===== config.mk =====
export PLATFORM = sky130hd
export DESIGN_NAME = rfgd_frame_gap_detector
export DESIGN_NICKNAME = d
export VERILOG_FILES = /design/src/verilog/rfgd_pkg.sv /design/src/verilog/rfgd_frame_gap_detector.sv
export VERILOG_INCLUDE_DIRS = /design/src /design/src/verilog
export SDC_FILE = /design/constraint.sdc
export NUM_CORES = 1
export LEC_CHECK = 0
export BUFFER_PORTS_ARGS = -buffer_cell sky130_fd_sc_hd__buf_2
export CAP_MARGIN = 40
export CORE_MARGIN = 1
export CORE_UTILIZATION = 50
export CTS_BUF_LIST = sky130_fd_sc_hd__clkbuf_8
export DETAILED_ROUTE_END_ITERATION = 16
export GPL_TIMING_DRIVEN = 0
export PLACE_DENSITY = 0.82
export REMOVE_ABC_BUFFERS = 1
export SYNTH_ARGS = -nofsm -noshare
export SYNTH_HDL_FRONTEND = slang
export SYNTH_SLANG_ARGS = --single-unit
export TNS_END_PERCENT = 20

===== constraint.sdc =====
create_clock -name pclk -period 9.4 [get_ports pclk]
set_input_delay 1.41 -clock pclk [delete_from_list [all_inputs] [get_ports pclk]]
set_output_delay 1.41 -clock pclk [all_outputs]
set_load 0.02 [all_outputs]

===== src/verilog/rfgd_defs.svh =====
// register offsets, field positions, reset values and timing counts of the frame gap detector
`ifndef RFGD_DEFS_SVH
`define RFGD_DEFS_SVH
// register byte addresses
`define RFGD_CTRL_ADDR      12'h000
`define RFGD_GUARD_ADDR     12'h004
`define RFGD_STATUS_ADDR    12'h008
`define RFGD_COUNT_ADDR     12'h00c
// control field positions
`define RFGD_CTRL_ENABLE    0
`define RFGD_CTRL_RTU       1
`define RFGD_CTRL_SLAVE     2
`define RFGD_CTRL_MULTIDROP 3
`define RFGD_CTRL_BAUD_LSB  4
`define RFGD_CTRL_BAUD_MSB  7
// reset values
`define RFGD_CTRL_RESET     32'h0000_0000
`define RFGD_GUARD_RESET    16'h0000
// time base: one millisecond at a 100 ns clock period
`define RFGD_CLK_PERIOD_NS  100
`define RFGD_TICK_NS        1000000
`define RFGD_TICK_CYCLES    (`RFGD_TICK_NS / `RFGD_CLK_PERIOD_NS)
`endif


===== src/verilog/rfgd_pkg.sv =====
// types of the frame gap detector
package rfgd_pkg;
  // baud rate selection codes
  typedef enum logic [3:0] {
    RFGD_B110    = 4'h0,
    RFGD_B150    = 4'h1,
    RFGD_B300    = 4'h2,
    RFGD_B600    = 4'h3,
    RFGD_B1200   = 4'h4,
    RFGD_B2400   = 4'h5,
    RFGD_B4800   = 4'h6,
    RFGD_B9600   = 4'h7,
    RFGD_B19200  = 4'h8,
    RFGD_B28800  = 4'h9,
    RFGD_B38400  = 4'ha,
    RFGD_B57600  = 4'hb,
    RFGD_B115200 = 4'hc
  } rfgd_baud_t;

  // receiver states
  typedef enum logic [1:0] {
    RFGD_IDLE  = 2'b00,
    RFGD_FRAME = 2'b01
  } rfgd_state_t;

  // received byte from the serial receiver
  typedef struct packed {
    logic       valid;
    logic [7:0] data;
  } rfgd_byte_t;

  // delimited byte toward the message parser
  typedef struct packed {
    logic       valid;
    logic       first;
    logic [7:0] data;
  } rfgd_out_t;
endpackage


===== src/verilog/rfgd_frame_gap_detector.sv =====
// receive-side frame delimiter timing silence between bytes against a guard interval
`timescale 1ns/10ps
`include "rfgd_defs.svh"
module rfgd_frame_gap_detector
  import rfgd_pkg::*;
(
  // clock and reset
  input  wire logic        pclk,
  input  wire logic        presetn,
  // apb slave
  input  wire logic        psel,
  input  wire logic        penable,
  input  wire logic        pwrite,
  input  wire logic [11:0] paddr,
  input  wire logic [31:0] pwdata,
  output      logic [31:0] prdata,
  output      logic        pready,
  output      logic        pslverr,
  // received bytes
  input  wire rfgd_byte_t  rx_in,
  // delimited bytes and frame end
  output      rfgd_out_t   rx_out,
  output      logic        frame_end
);

  // ************************************************************
  // built-in guard interval table
  // ************************************************************

  // default interval in ms for a baud code
  function automatic logic [15:0] rfgd_default_ms(input logic [3:0] code);
    case (code)
      RFGD_B110:    rfgd_default_ms = 16'd350;
      RFGD_B150:    rfgd_default_ms = 16'd256;
      RFGD_B300:    rfgd_default_ms = 16'd128;
      RFGD_B600:    rfgd_default_ms = 16'd64;
      RFGD_B1200:   rfgd_default_ms = 16'd32;
      RFGD_B2400:   rfgd_default_ms = 16'd16;
      RFGD_B4800:   rfgd_default_ms = 16'd8;
      RFGD_B9600:   rfgd_default_ms = 16'd4;
      RFGD_B19200,
      RFGD_B28800,
      RFGD_B38400:  rfgd_default_ms = 16'd2;
      RFGD_B57600,
      RFGD_B115200: rfgd_default_ms = 16'd1;
      default:      rfgd_default_ms = 16'd1;
    endcase
  endfunction

  // ************************************************************
  // registers
  // ************************************************************

  logic [31:0] ctrl;
  logic [15:0] guard_ms;
  logic        eof_seen;
  logic [15:0] frame_count;

  // apb decode
  wire         apb_access = psel & penable;
  wire         wr_en      = apb_access & pwrite;
  wire         hit_ctrl   = (paddr == `RFGD_CTRL_ADDR);
  wire         hit_guard  = (paddr == `RFGD_GUARD_ADDR);
  wire         hit_status = (paddr == `RFGD_STATUS_ADDR);
  wire         hit_count  = (paddr == `RFGD_COUNT_ADDR);
  wire         hit_any    = hit_ctrl | hit_guard | hit_status | hit_count;
  wire         status_rd  = apb_access & ~pwrite & hit_status;

  logic        in_frame;
  logic [15:0] ms_count;

  // read mux, unmapped reads zero with error
  wire [31:0]  next_prdata = hit_ctrl   ? ctrl :
                             hit_guard  ? {16'h0000, guard_ms} :
                             hit_status ? {30'h0, eof_seen, in_frame} :
                             hit_count  ? {16'h0000, frame_count} : 32'h0000_0000;

  // pready is tied high: every transfer completes in its first access cycle,
  // and read data is loaded in the setup cycle so it already stands there
  assign pready  = 1'b1;
  assign pslverr = apb_access & ~hit_any;

  // apb data output flop
  always_ff @(posedge pclk or negedge presetn)
    if (!presetn)
      prdata <= 32'h0000_0000;
    else if (psel & ~penable & ~pwrite)
      prdata <= next_prdata;

  // writable configuration
  always_ff @(posedge pclk or negedge presetn)
    if (!presetn)
    begin
      ctrl     <= `RFGD_CTRL_RESET;
      guard_ms <= `RFGD_GUARD_RESET;
    end
    else if (wr_en)
    begin
      if (hit_ctrl)
        ctrl <= {24'h0, pwdata[7:0]};
      if (hit_guard)
        guard_ms <= pwdata[15:0];
    end

  // ************************************************************
  // guard interval selection
  // ************************************************************

  wire         mode_ok  = ctrl[`RFGD_CTRL_RTU] & ctrl[`RFGD_CTRL_SLAVE]
                          & ctrl[`RFGD_CTRL_MULTIDROP];
  wire         gap_on   = ctrl[`RFGD_CTRL_ENABLE] & mode_ok;
  wire [3:0]   baud     = ctrl[`RFGD_CTRL_BAUD_MSB:`RFGD_CTRL_BAUD_LSB];
  wire [15:0]  limit_ms = (guard_ms == 16'h0000) ? rfgd_default_ms(baud)
                                                 : guard_ms;

  // ************************************************************
  // millisecond time base and silence timer
  // ************************************************************

  localparam logic [13:0] TICK_LAST = 14'(`RFGD_TICK_CYCLES - 1);
  logic [13:0] tick_div;
  wire         ms_tick = (tick_div == TICK_LAST);
  wire         rx_byte = rx_in.valid;

  // the divider restarts with each byte, so frame end comes exactly limit_ms
  // ticks of silence after the last byte; a byte that lands on the tick edge
  // wins and restarts the count
  // divider restarts with each byte so the silence is measured from it
  always_ff @(posedge pclk or negedge presetn)
    if (!presetn)
      tick_div <= 14'h0000;
    else if (rx_byte | ms_tick | ~in_frame)
      tick_div <= 14'h0000;
    else
      tick_div <= tick_div + 14'h0001;

  rfgd_state_t state;
  rfgd_state_t next_state;
  wire         gap_done   = in_frame & gap_on & ~rx_byte & ms_tick
                            & (ms_count + 16'h0001 >= limit_ms);
  wire [15:0]  next_count = rx_byte ? 16'h0000 :
                            ms_tick ? ms_count + 16'h0001 : ms_count;

  assign in_frame = (state == RFGD_FRAME);

  // state selection
  always_comb
  begin
    case (state)
      RFGD_IDLE:  next_state = rx_byte ? RFGD_FRAME : RFGD_IDLE;
      RFGD_FRAME: next_state = gap_done ? RFGD_IDLE : RFGD_FRAME;
      default:    next_state = RFGD_IDLE;
    endcase
  end

  // the silence counter keeps running while delimiting is off, so turning
  // delimiting on in the middle of a long silence ends the frame at the
  // next millisecond tick
  // state and silence counter
  always_ff @(posedge pclk or negedge presetn)
    if (!presetn)
    begin
      state    <= RFGD_IDLE;
      ms_count <= 16'h0000;
    end
    else
    begin
      state    <= next_state;
      ms_count <= (next_state == RFGD_IDLE) ? 16'h0000 : next_count;
    end

  // ************************************************************
  // outputs and status
  // ************************************************************

  // byte passes with a first-of-message mark
  always_ff @(posedge pclk or negedge presetn)
    if (!presetn)
    begin
      rx_out    <= '0;
      frame_end <= 1'b0;
    end
    else
    begin
      rx_out.valid <= rx_byte;
      rx_out.data  <= rx_in.data;
      rx_out.first <= rx_byte & ~in_frame;
      frame_end    <= gap_done;
    end

  // a status read that meets a new frame end in the same cycle leaves the flag set
  // sticky end-of-frame flag, cleared by reading status; a new end wins
  always_ff @(posedge pclk or negedge presetn)
    if (!presetn)
    begin
      eof_seen    <= 1'b0;
      frame_count <= 16'h0000;
    end
    else
    begin
      if (gap_done)
        eof_seen <= 1'b1;
      else if (status_rd)
        eof_seen <= 1'b0;
      if (gap_done)
        frame_count <= frame_count + 16'h0001;
    end

endmodule


==> impl_metrics.env, run 1 <==
export IMPL_synth_compound_area_share_pct=8.908
export IMPL_synth_xor_xnor_area_share_pct=6.120
export IMPL_slew_headroom_pct=40.43
export IMPL_cts_max_path_buffers=2
export IMPL_place_congestion=0.8555
export IMPL_post_cts_buffers=0
export IMPL_area_growth_syn_to_layout_pct=11.29
export IMPL_ys_async_sr_fraction_pct=100.0
export IMPL_worst_pin_slew_ns=0.8936
export IMPL_hpwl_um=8219
export IMPL_p_total_mw=0.7390
export IMPL_finClkSkew_ns=0.009998
export IMPL_yosys_warnings=0
export IMPL_cp_startpoint="ms_count[0]$_DFFE_PN0P_"
export IMPL_drv_slew=0
export IMPL_ys_flop_type="dfrtp_1"
export IMPL_yosys_area_share_simple_pct=20.42
export IMPL_ios=103
export IMPL_diodes=0
export IMPL_synth_distinct_cells=46
export IMPL_critPathRequiredTime_ns=9.66
export IMPL_antenna_found_initial=0
export IMPL_grt_pass1_wl_um=18310
export IMPL_vias_per_cell=5.563
export IMPL_timing_hold_worst_class="register to register"
export IMPL_synthesis_area_um2=5295
export IMPL_muxShareOfSynthArea_pct=7.089
export IMPL_fmax_mhz=248.0
export IMPL_arrival_ns=4.29
export IMPL_ir_drop_uv=78.54
export IMPL_final_cells=723
export IMPL_post_route_drc_count=0
export IMPL_worstSetupPathType="register to register"
export IMPL_power_leakage_nw=2.982
export IMPL_clock_sinks=99
export IMPL_ctsHoldBuffers=0
export IMPL_clock_latency_ns=0.38
export IMPL_ys_seq_area_share_pct=46.79
export IMPL_min_from="prdata[4]$_DFFE_PN0P_"
export IMPL_status="complete, no violations"
export IMPL_critPathCaptureType="register"
export IMPL_p_per_area_nw_per_um2=125.4
export IMPL_drt_iter0_markers=164
export IMPL_synth_edf_count=0
export IMPL_clkTransAtPathRegs_ns=0.09
export IMPL_synthAdderAreaFrac_pct=5.435
export IMPL_initial_core_util_pct=51.52
export IMPL_holdPathStages=2
export IMPL_finalSetupViolations=0
export IMPL_grt_max_degree=63
export IMPL_post_place_cells=708
export IMPL_tns_ns=0
export IMPL_first_global_vias=3978
export IMPL_critPathLaunchType="register"
export IMPL_mostFrequentLayoutCells="dfrtp_1, buf_2, nand2_1"
export IMPL_period_needed_ns=4.032
export IMPL_cap_violations=0
export IMPL_post_place_ws_ns=5.421
export IMPL_finalCritPeriodShare_pct=42.90
export IMPL_synth_top_family_by_area="simple AND/OR/NAND/NOR gates"
export IMPL_nets=664
export IMPL_cts_htree_levels=3
export IMPL_rsz0062_at_grt="false"
export IMPL_post_cts_resized=0
export IMPL_drive_gt1_share_pct=20.27
export IMPL_dieArea_um2=11010
export IMPL_ant_nets=0
export IMPL_wl_um=11030
export IMPL_syn_avg_cell_area_um2=10.16
export IMPL_die_w_um=104.9
export IMPL_grt_usage_pct=20.98
export IMPL_timing_rr_start="ms_count[0]$_DFFE_PN0P_"
export IMPL_numCtsBuffers=9
export IMPL_grt_ovfl_total=0
export IMPL_io_buffers=69
export IMPL_vias=4022
export IMPL_cts_root_buf="clkbuf_8"
export IMPL_dr_pass1_iters=4
export IMPL_die_height_um=104.9
export IMPL_reg2reg_depth=13
export IMPL_final_common_cell="dfrtp_1"
export IMPL_syn_inst=521
export IMPL_postSynthRegisterBits=99
export IMPL_rows=37
export IMPL_hold_violations=0
export IMPL_critPathMaxFanout=22
export IMPL_core_area_um2=10280
export IMPL_tritoncts="yes"
export IMPL_layout_setup_ws_ns=5.368
export IMPL_routedWlPerCell_um=15.25
critical path, cell delays in order, from the launching register on:
cell	delay [ns]
dfrtp_1	0.46
ha_1	0.22
and3_1	0.21
nand4_1	0.15
nor2_1	0.24
and3_1	0.25
xnor2_1	0.10
ha_1	0.30
nand4_1	0.12
nor3_1	0.33
o2111ai_1	0.21
and3_1	0.51
nand3b_1	0.46
mux2_2	0.37
cells by family (layout without fill, tap and decap cells):
kind of cell,after synthesis,after routing
buffers and inverters,52,103
DFF,99,99
and+or+nand+nor,202,202
AOI/OAI and AO/OA,73,73
muxes,33,33
adders and majority gates,23,23
other,2,17
xor gates and xnor gates,37,37
final cells by class:
type,count,area [µm²]
Clock buffer,9,123.9
Fill cell,882,4384
Tap cell,136,170.2
Sequential cell,99,2477
Inverter,16,60.06
Clock inverter,6,60.06
Timing Repair Buffer,72,397.9
Multi-Input combinational cell,385,2604
metal layers:
layer	part of all wire, %	up-vias	track usage, %
li1	-	1920	-
met1	43	1988	25.51
met2	52	89	36.38
met3	3.7	25	3.805
met4	2.2	0	9.256
met5	0	-	0
registers in the layout, indices dropped and copies added (netlist names), 8 cells and up:
signal and cells:
ctrl 8, frame_count 16, guard_ms 16, ms_count 16, prdata 16, rx_out 10, tick_div 14
worst paths after layout:
kind	endpoint	slack (ns)
min in group asynchronous	tick_div[5]$_DFF_PN0_	1.00
min	prdata[4]$_DFFE_PN0P_	0.48
max in group asynchronous	rx_out[2]$_DFF_PN0_	7.74
max reg2reg	frame_count[1]$_DFFE_PN0P_	5.37
max	frame_count[1]$_DFFE_PN0P_	5.37
min reg2reg	prdata[4]$_DFFE_PN0P_	0.48
metrics by stage:
step | util (%) | hold WS (ns) | area, µm²
after floorplan | - | 0.4329 | 5141
after global placement | 55.04 | 0.4467 | 5657
after detailed placement | 55.55 | 0.4616 | 5709
after CTS | 57.34 | 0.4830 | 5893
after global routing | 57.34 | 0.5023 | 5893
final | 57.34 | 0.4813 | 5893
cell usage after synthesis (6+ instances only):
master	instances	area, µm²
mux2_2	16	180.2
o21ai_0	24	120.1
clkbuf_1	13	48.80
nor4_1	9	56.30
inv_1	16	60.06
a22o_1	10	87.58
xor2_1	22	192.7
nor4_2	7	87.58
ha_1	23	287.8
nor3_1	9	45.04
xnor2_1	15	131.4
nand3_1	17	85.08
and3_1	13	81.33
nand2_1	63	236.5
nor2b_1	10	62.56
nand4_1	10	62.56
buf_4	17	127.6
nand2b_1	6	37.54
dfrtp_1	99	2477
a21oi_1	16	80.08
o31ai_1	6	45.04
mux2i_1	15	150.1
nor2_1	38	142.6
power breakdown:
part           switching [mW]  internal [mW]
Combinational          0.0316         0.0141
Clock                   0.143          0.120
Sequential            0.00141          0.429
Power figures use the tool's default switching activity.
==> run 2, diff against run 1 <==
- clock period: 9.4 -> 3.9 ns (I/O delays scaled with it)
==> run 2 against run 1 <==
Against the previous run: clock-buffer cell count is the same; final cell count rose by 0.28%; clock skew about the same; first-iteration DRC count decreased by 0.61%; die area did not move; global-route usage did not move; register-to-register slack got worse by 5.2 ns; utilization up 0.19 points; maximum frequency grew 9.3%; sequential power up 140%; wire length rose by 0.22%; largest cell class unchanged.
==> impl_metrics.env, run 2 (same netlist as run 1, synthesis figures left out) <==
export IMPL_initial_core_util_pct=51.52
export IMPL_routedWlPerCell_um=15.24
export IMPL_die_height_um=104.9
export IMPL_ios=103
export IMPL_place_congestion=0.8555
export IMPL_post_place_ws_ns=-0.07914
export IMPL_wl_um=11050
export IMPL_clkTransAtPathRegs_ns=0.09
export IMPL_drive_gt1_share_pct=20.71
export IMPL_p_total_mw=1.781
export IMPL_critPathLaunchType="register"
export IMPL_io_buffers=69
export IMPL_die_w_um=104.9
export IMPL_endpoint="frame_count[1]$_DFFE_PN0P_"
export IMPL_slew_headroom_pct=46.31
export IMPL_vias=4004
export IMPL_mostFrequentLayoutCells="dfrtp_1, buf_2, nand2_1"
export IMPL_worstPathCellList="ha_1, and3_1, nand4_1, nor2_1, and3_1, xnor2_1, ha_1, nand4_1, nor3_1, o2111ai_1, and3_4, nand3b_1, mux2_2"
export IMPL_antenna_found_initial=0
export IMPL_drt_iter0_markers=163
export IMPL_diodes=0
export IMPL_finalCritPeriodShare_pct=94.60
export IMPL_cts_htree_levels=3
export IMPL_fmax_mhz=271.1
export IMPL_layout_setup_ws_ns=0.2107
export IMPL_clock_latency_ns=0.38
export IMPL_area_growth_syn_to_layout_pct=11.67
export IMPL_cts_max_path_buffers=2
export IMPL_finClkSkew_ns=0.009875
export IMPL_reg2reg_setup_slack_ns=0.21
export IMPL_core_area_um2=10280
export IMPL_post_route_drc_count=0
export IMPL_first_global_vias=3978
export IMPL_dieArea_um2=11010
export IMPL_cpPeakStageDelay_ns=0.46
export IMPL_cts_root_buf="clkbuf_8"
export IMPL_tritoncts="yes"
export IMPL_dr_pass1_iters=4
export IMPL_vias_per_cell=5.523
export IMPL_nets=666
export IMPL_timing_rr_start="ms_count[0]$_DFFE_PN0P_"
export IMPL_grt_max_degree=63
export IMPL_rows=37
export IMPL_final_common_cell="dfrtp_1"
export IMPL_worst_pin_slew_ns=0.8033
export IMPL_grt_usage_pct=20.98
export IMPL_cap_violations=0
export IMPL_drv_slew=0
export IMPL_worstSetupPathType="register to register"
export IMPL_fillers=883
export IMPL_rsz0062_at_grt="false"
export IMPL_ant_nets=0
export IMPL_ctsHoldBuffers=0
export IMPL_reg2reg_depth=13
export IMPL_slowest_stage="dfrtp_1"
export IMPL_grt_ovfl_total=0
export IMPL_hold_violations=0
export IMPL_finalSetupViolations=0
export IMPL_final_cells=725
export IMPL_ir_drop_uv=187.7
export IMPL_clock_sinks=99
export IMPL_critPathCaptureType="register"
export IMPL_power_leakage_nw=2.993
export IMPL_arrival_ns=3.95
export IMPL_timing_hold_worst_class="input port to async pin"
export IMPL_hpwl_um=8219
export IMPL_numCtsBuffers=9
export IMPL_period_needed_ns=3.689
export IMPL_p_per_area_nw_per_um2=301.2
export IMPL_status="complete, no violations"
export IMPL_critPathRequiredTime_ns=4.16
export IMPL_critPathMaxFanout=22
export IMPL_r2r_end="frame_count[1]$_DFFE_PN0P_"
export IMPL_grt_pass1_wl_um=18310
export IMPL_post_place_cells=708
export IMPL_cp_startpoint="ms_count[0]$_DFFE_PN0P_"
-- run 2: changes by cell type in the layout (fill, tap and decap cells not counted), sizes merged --
cell and change:
buf +2
-- run 2: report_power, final --
part	total, mW	internal, mW	leakage [nW]	switching [mW]
Combinational	0.110	0.0339	1.58	0.0762
Sequential	1.04	1.03	1.31	0.00339
Clock	0.635	0.290	0.102	0.345
Total	1.78	1.36	2.99	0.424
-- run 2: cell type report --
cell class              count  area (µm²)  share of cell area (%)
well taps                 136       170.2                   2.878
flip-flops and latches     99        2477                   41.90
repair buffers             74       412.9                   6.983
inverters                  16       60.06                   1.016
clock buffers               9       123.9                   2.095
clock inverters             6       60.06                   1.016
multi-input cells         385        2609                   44.12
-- run 2: worst max-delay path: cells and delay by family (launching register included) --
family,cells,cell delay (ns)
adders and majority gates,2,0.52
DFF,1,0.46
AOI/OAI and AO/OA,1,0.22
muxes,1,0.35
xor gates and xnor gates,1,0.10
and+or+nand+nor,8,1.92
-- run 2: how the worst min path moves through the flow --
stage / end / slack (ns) / cells after the start
finish: tick_div[5]$_DFF_PN0_ / 0.18 / 1
global placement: tick_div[0]$_DFF_PN0_ / 0.45 / 1
floorplan: ctrl[0]$_DFFE_PN0P_ / 0.29 / 0
CTS: ms_count[14]$_DFFE_PN0P_ / 0.18 / 1
global route: ms_count[14]$_DFFE_PN0P_ / 0.19 / 1
detailed placement: prdata[6]$_DFFE_PN0P_ / 0.46 / 2
-- run 2: routing by layer --
| layer | track usage, % | vias to the layer above | part of all wire, % |
|---|---|---|---|
| li1 | - | 1923 | - |
| met1 | 25.51 | 1967 | 42 |
| met2 | 36.38 | 93 | 52 |
| met3 | 3.805 | 21 | 3.4 |
| met4 | 9.256 | 0 | 2.2 |
| met5 | 0 | - | 0 |
-- run 2: repair_timing --
action,4_1_cts,5_1_grt
setup endpoints to repair,1,14
gates resized for setup,1,1
setup buffers,0,2
endpoints found under the hold margin,0,0
-- run 2: per-stage QoR --
stage                     setup TNS (ns)  instance area, µm²  utilization, %  hold slack [ns]
final                                  0                5913           57.54           0.1772
after global routing                   0                5913           57.54           0.1868
after CTS                              0                5894           57.35           0.1825
after detailed placement        -0.07914                5709           55.55           0.4616
after global placement                 0                5657           55.04           0.4467
after floorplan                        0                5141               -           0.2894
==> run 3, diff against run 2 <==
- clock period: 3.9 -> 3.5 ns (I/O delays scaled with it)
==> run 3 against run 2 <==
Against the previous run: critical endpoint is now frame_count[0]$_DFFE_PN0P_; sequential share of layout area decreased by 0.41 points; global-route usage is 0.20 points higher; clock-buffer cell count stayed put; final cell count grew 0.55%; critical path type unchanged.
==> impl_metrics.env, run 3 (same netlist as run 1, synthesis figures left out) <==
export IMPL_status="complete, no violations"
export IMPL_post_place_ws_ns=-0.4791
export IMPL_critPathRequiredTime_ns=3.76
export IMPL_finalSetupViolations=0
export IMPL_antenna_found_initial=0
export IMPL_drt_iter0_markers=139
export IMPL_mostFrequentLayoutCells="dfrtp_1, buf_2, nand2_1"
export IMPL_grt_usage_pct=21.18
export IMPL_clock_sinks=99
export IMPL_post_route_drc_count=0
export IMPL_p_per_area_nw_per_um2=332.1
export IMPL_grt_max_degree=63
export IMPL_finClkSkew_ns=0.009879
export IMPL_design_area_um2=5981
export IMPL_worstPathCellList="and4_1, nand2_1, nor4_2, nor2b_1, or2_2, ha_1, nand4_1, nor3_2, o2111ai_2, and3_4, nand3b_1, buf_4, xnor2_1"
export IMPL_rows=37
export IMPL_finalCritPeriodShare_pct=96.92
export IMPL_cts_max_path_buffers=2
export IMPL_critPathCaptureType="register"
export IMPL_clkTransAtPathRegs_ns=0.09
export IMPL_grt_pass1_wl_um=18510
export IMPL_post_place_cells=708
export IMPL_cts_root_buf="clkbuf_8"
export IMPL_tritoncts="yes"
export IMPL_reg2reg_depth=13
export IMPL_fmax_mhz=294.8
export IMPL_hpwl_um=8219
export IMPL_vias_per_cell=5.598
export IMPL_dieArea_um2=11010
export IMPL_ios=103
export IMPL_vias=4081
export IMPL_period_needed_ns=3.392
export IMPL_worst_pin_slew_ns=0.8022
export IMPL_routedWlPerCell_um=15.63
export IMPL_final_common_cell="dfrtp_1"
export IMPL_die_w_um=104.9
export IMPL_core_area_um2=10280
export IMPL_fin_util_pct=58.19
export IMPL_drive_gt1_share_pct=22.93
export IMPL_ir_drop_uv=212.6
export IMPL_slowest_stage="dfrtp_2"
export IMPL_final_cells=729
export IMPL_initial_core_util_pct=51.52
export IMPL_worstSetupPathType="register to register"
export IMPL_timing_hold_worst_class="input port to async pin"
export IMPL_numCtsBuffers=9
export IMPL_hold_violations=0
export IMPL_layout_setup_ws_ns=0.1077
export IMPL_p_total_mw=1.986
export IMPL_clock_latency_ns=0.38
export IMPL_drv_slew=0
export IMPL_critPathMaxFanout=6
export IMPL_grt_ovfl_total=0
export IMPL_nets=670
export IMPL_slew_headroom_pct=46.39
export IMPL_cpPeakStageDelay_ns=0.43
export IMPL_critPathLaunchType="register"
export IMPL_diodes=0
export IMPL_io_buffers=69
export IMPL_postPlaceCellArea_um2=5709
export IMPL_first_global_vias=4009
export IMPL_cts_htree_levels=3
export IMPL_worst_hold_slack_ns=0.1109
export IMPL_wl_um=11390
export IMPL_die_height_um=104.9
export IMPL_cap_violations=0
export IMPL_arrival_ns=3.66
export IMPL_tns_ns=0
export IMPL_power_leakage_nw=3.004
export IMPL_place_congestion=0.8555
export IMPL_dr_pass1_iters=7
export IMPL_reg2reg_setup_slack_ns=0.11
export IMPL_ant_nets=0
export IMPL_area_growth_syn_to_layout_pct=12.95
[run 3: cell count changes in the layout (fill, tap and decap cells not counted), moves of 2 or more]
cell and delta:
nor4_1 -2, buf_4 +2, dfrtp_1 -3, nor4_2 +2, nor2_1 -2, dfrtp_2 +3, and3_2 +2, nor2_2 +2
[run 3: final timing paths]
path / startpoint / end
setup / recovery: ms_count[7]$_DFFE_PN0P_ / frame_count[0]$_DFFE_PN0P_
hold / removal: presetn / tick_div[5]$_DFF_PN0_
min in group pclk: rx_in[3] / rx_out[3]$_DFF_PN0_
setup reg to reg: ms_count[7]$_DFFE_PN0P_ / frame_count[0]$_DFFE_PN0P_
max in group asynchronous: presetn / rx_out[4]$_DFF_PN0_
hold reg to reg: tick_div[0]$_DFF_PN0_ / tick_div[0]$_DFF_PN0_
[run 3: layer usage]
| metal | up-vias | share of wire (%) | track usage (%) | routed length [µm] |
|---|---|---|---|---|
| met2 | 113 | 51 | 36.71 | 5858 |
| met1 | 2009 | 43 | 25.68 | 4859 |
| met5 | - | 0 | 0 | 0 |
| met3 | 25 | 3.7 | 3.993 | 424 |
| met4 | 0 | 2.2 | 9.356 | 249 |
| li1 | 1934 | - | - | - |
[run 3: power by group]
group	switching, mW	leakage [nW]	internal [mW]
sequential	0.00376	1.30	1.15
combinational	0.0848	1.60	0.0378
clock	0.386	0.102	0.323
[run 3: timing repair]
action                                  in CTS  in global routing
resized for setup                            5                  7
cloned                                       0                  2
buffers inserted                             2                  2
pin swaps                                    0                  6
hold buffers                                 0                  0
endpoints found under the setup margin      34                 26
[run 3: layout make-up]
type	instances	area (µm²)
Timing Repair Buffer	76	427.9
Sequential cell	99	2481
Tap cell	136	170.2
Clock inverter	6	60.06
Inverter	16	60.06
Multi-Input combinational cell	387	2658
Clock buffer	9	123.9
Fill cell	866	4297
[run 3: worst max-delay path: cells and delay by family (launching register included)]
kind | cells | cell delay [ns]
buffers and inverters | 1 | 0.22
DFF | 1 | 0.43
AOI/OAI and AO/OA | 1 | 0.23
adders and majority gates | 1 | 0.30
xor gates and xnor gates | 1 | 0.12
and+or+nand+nor | 9 | 1.99
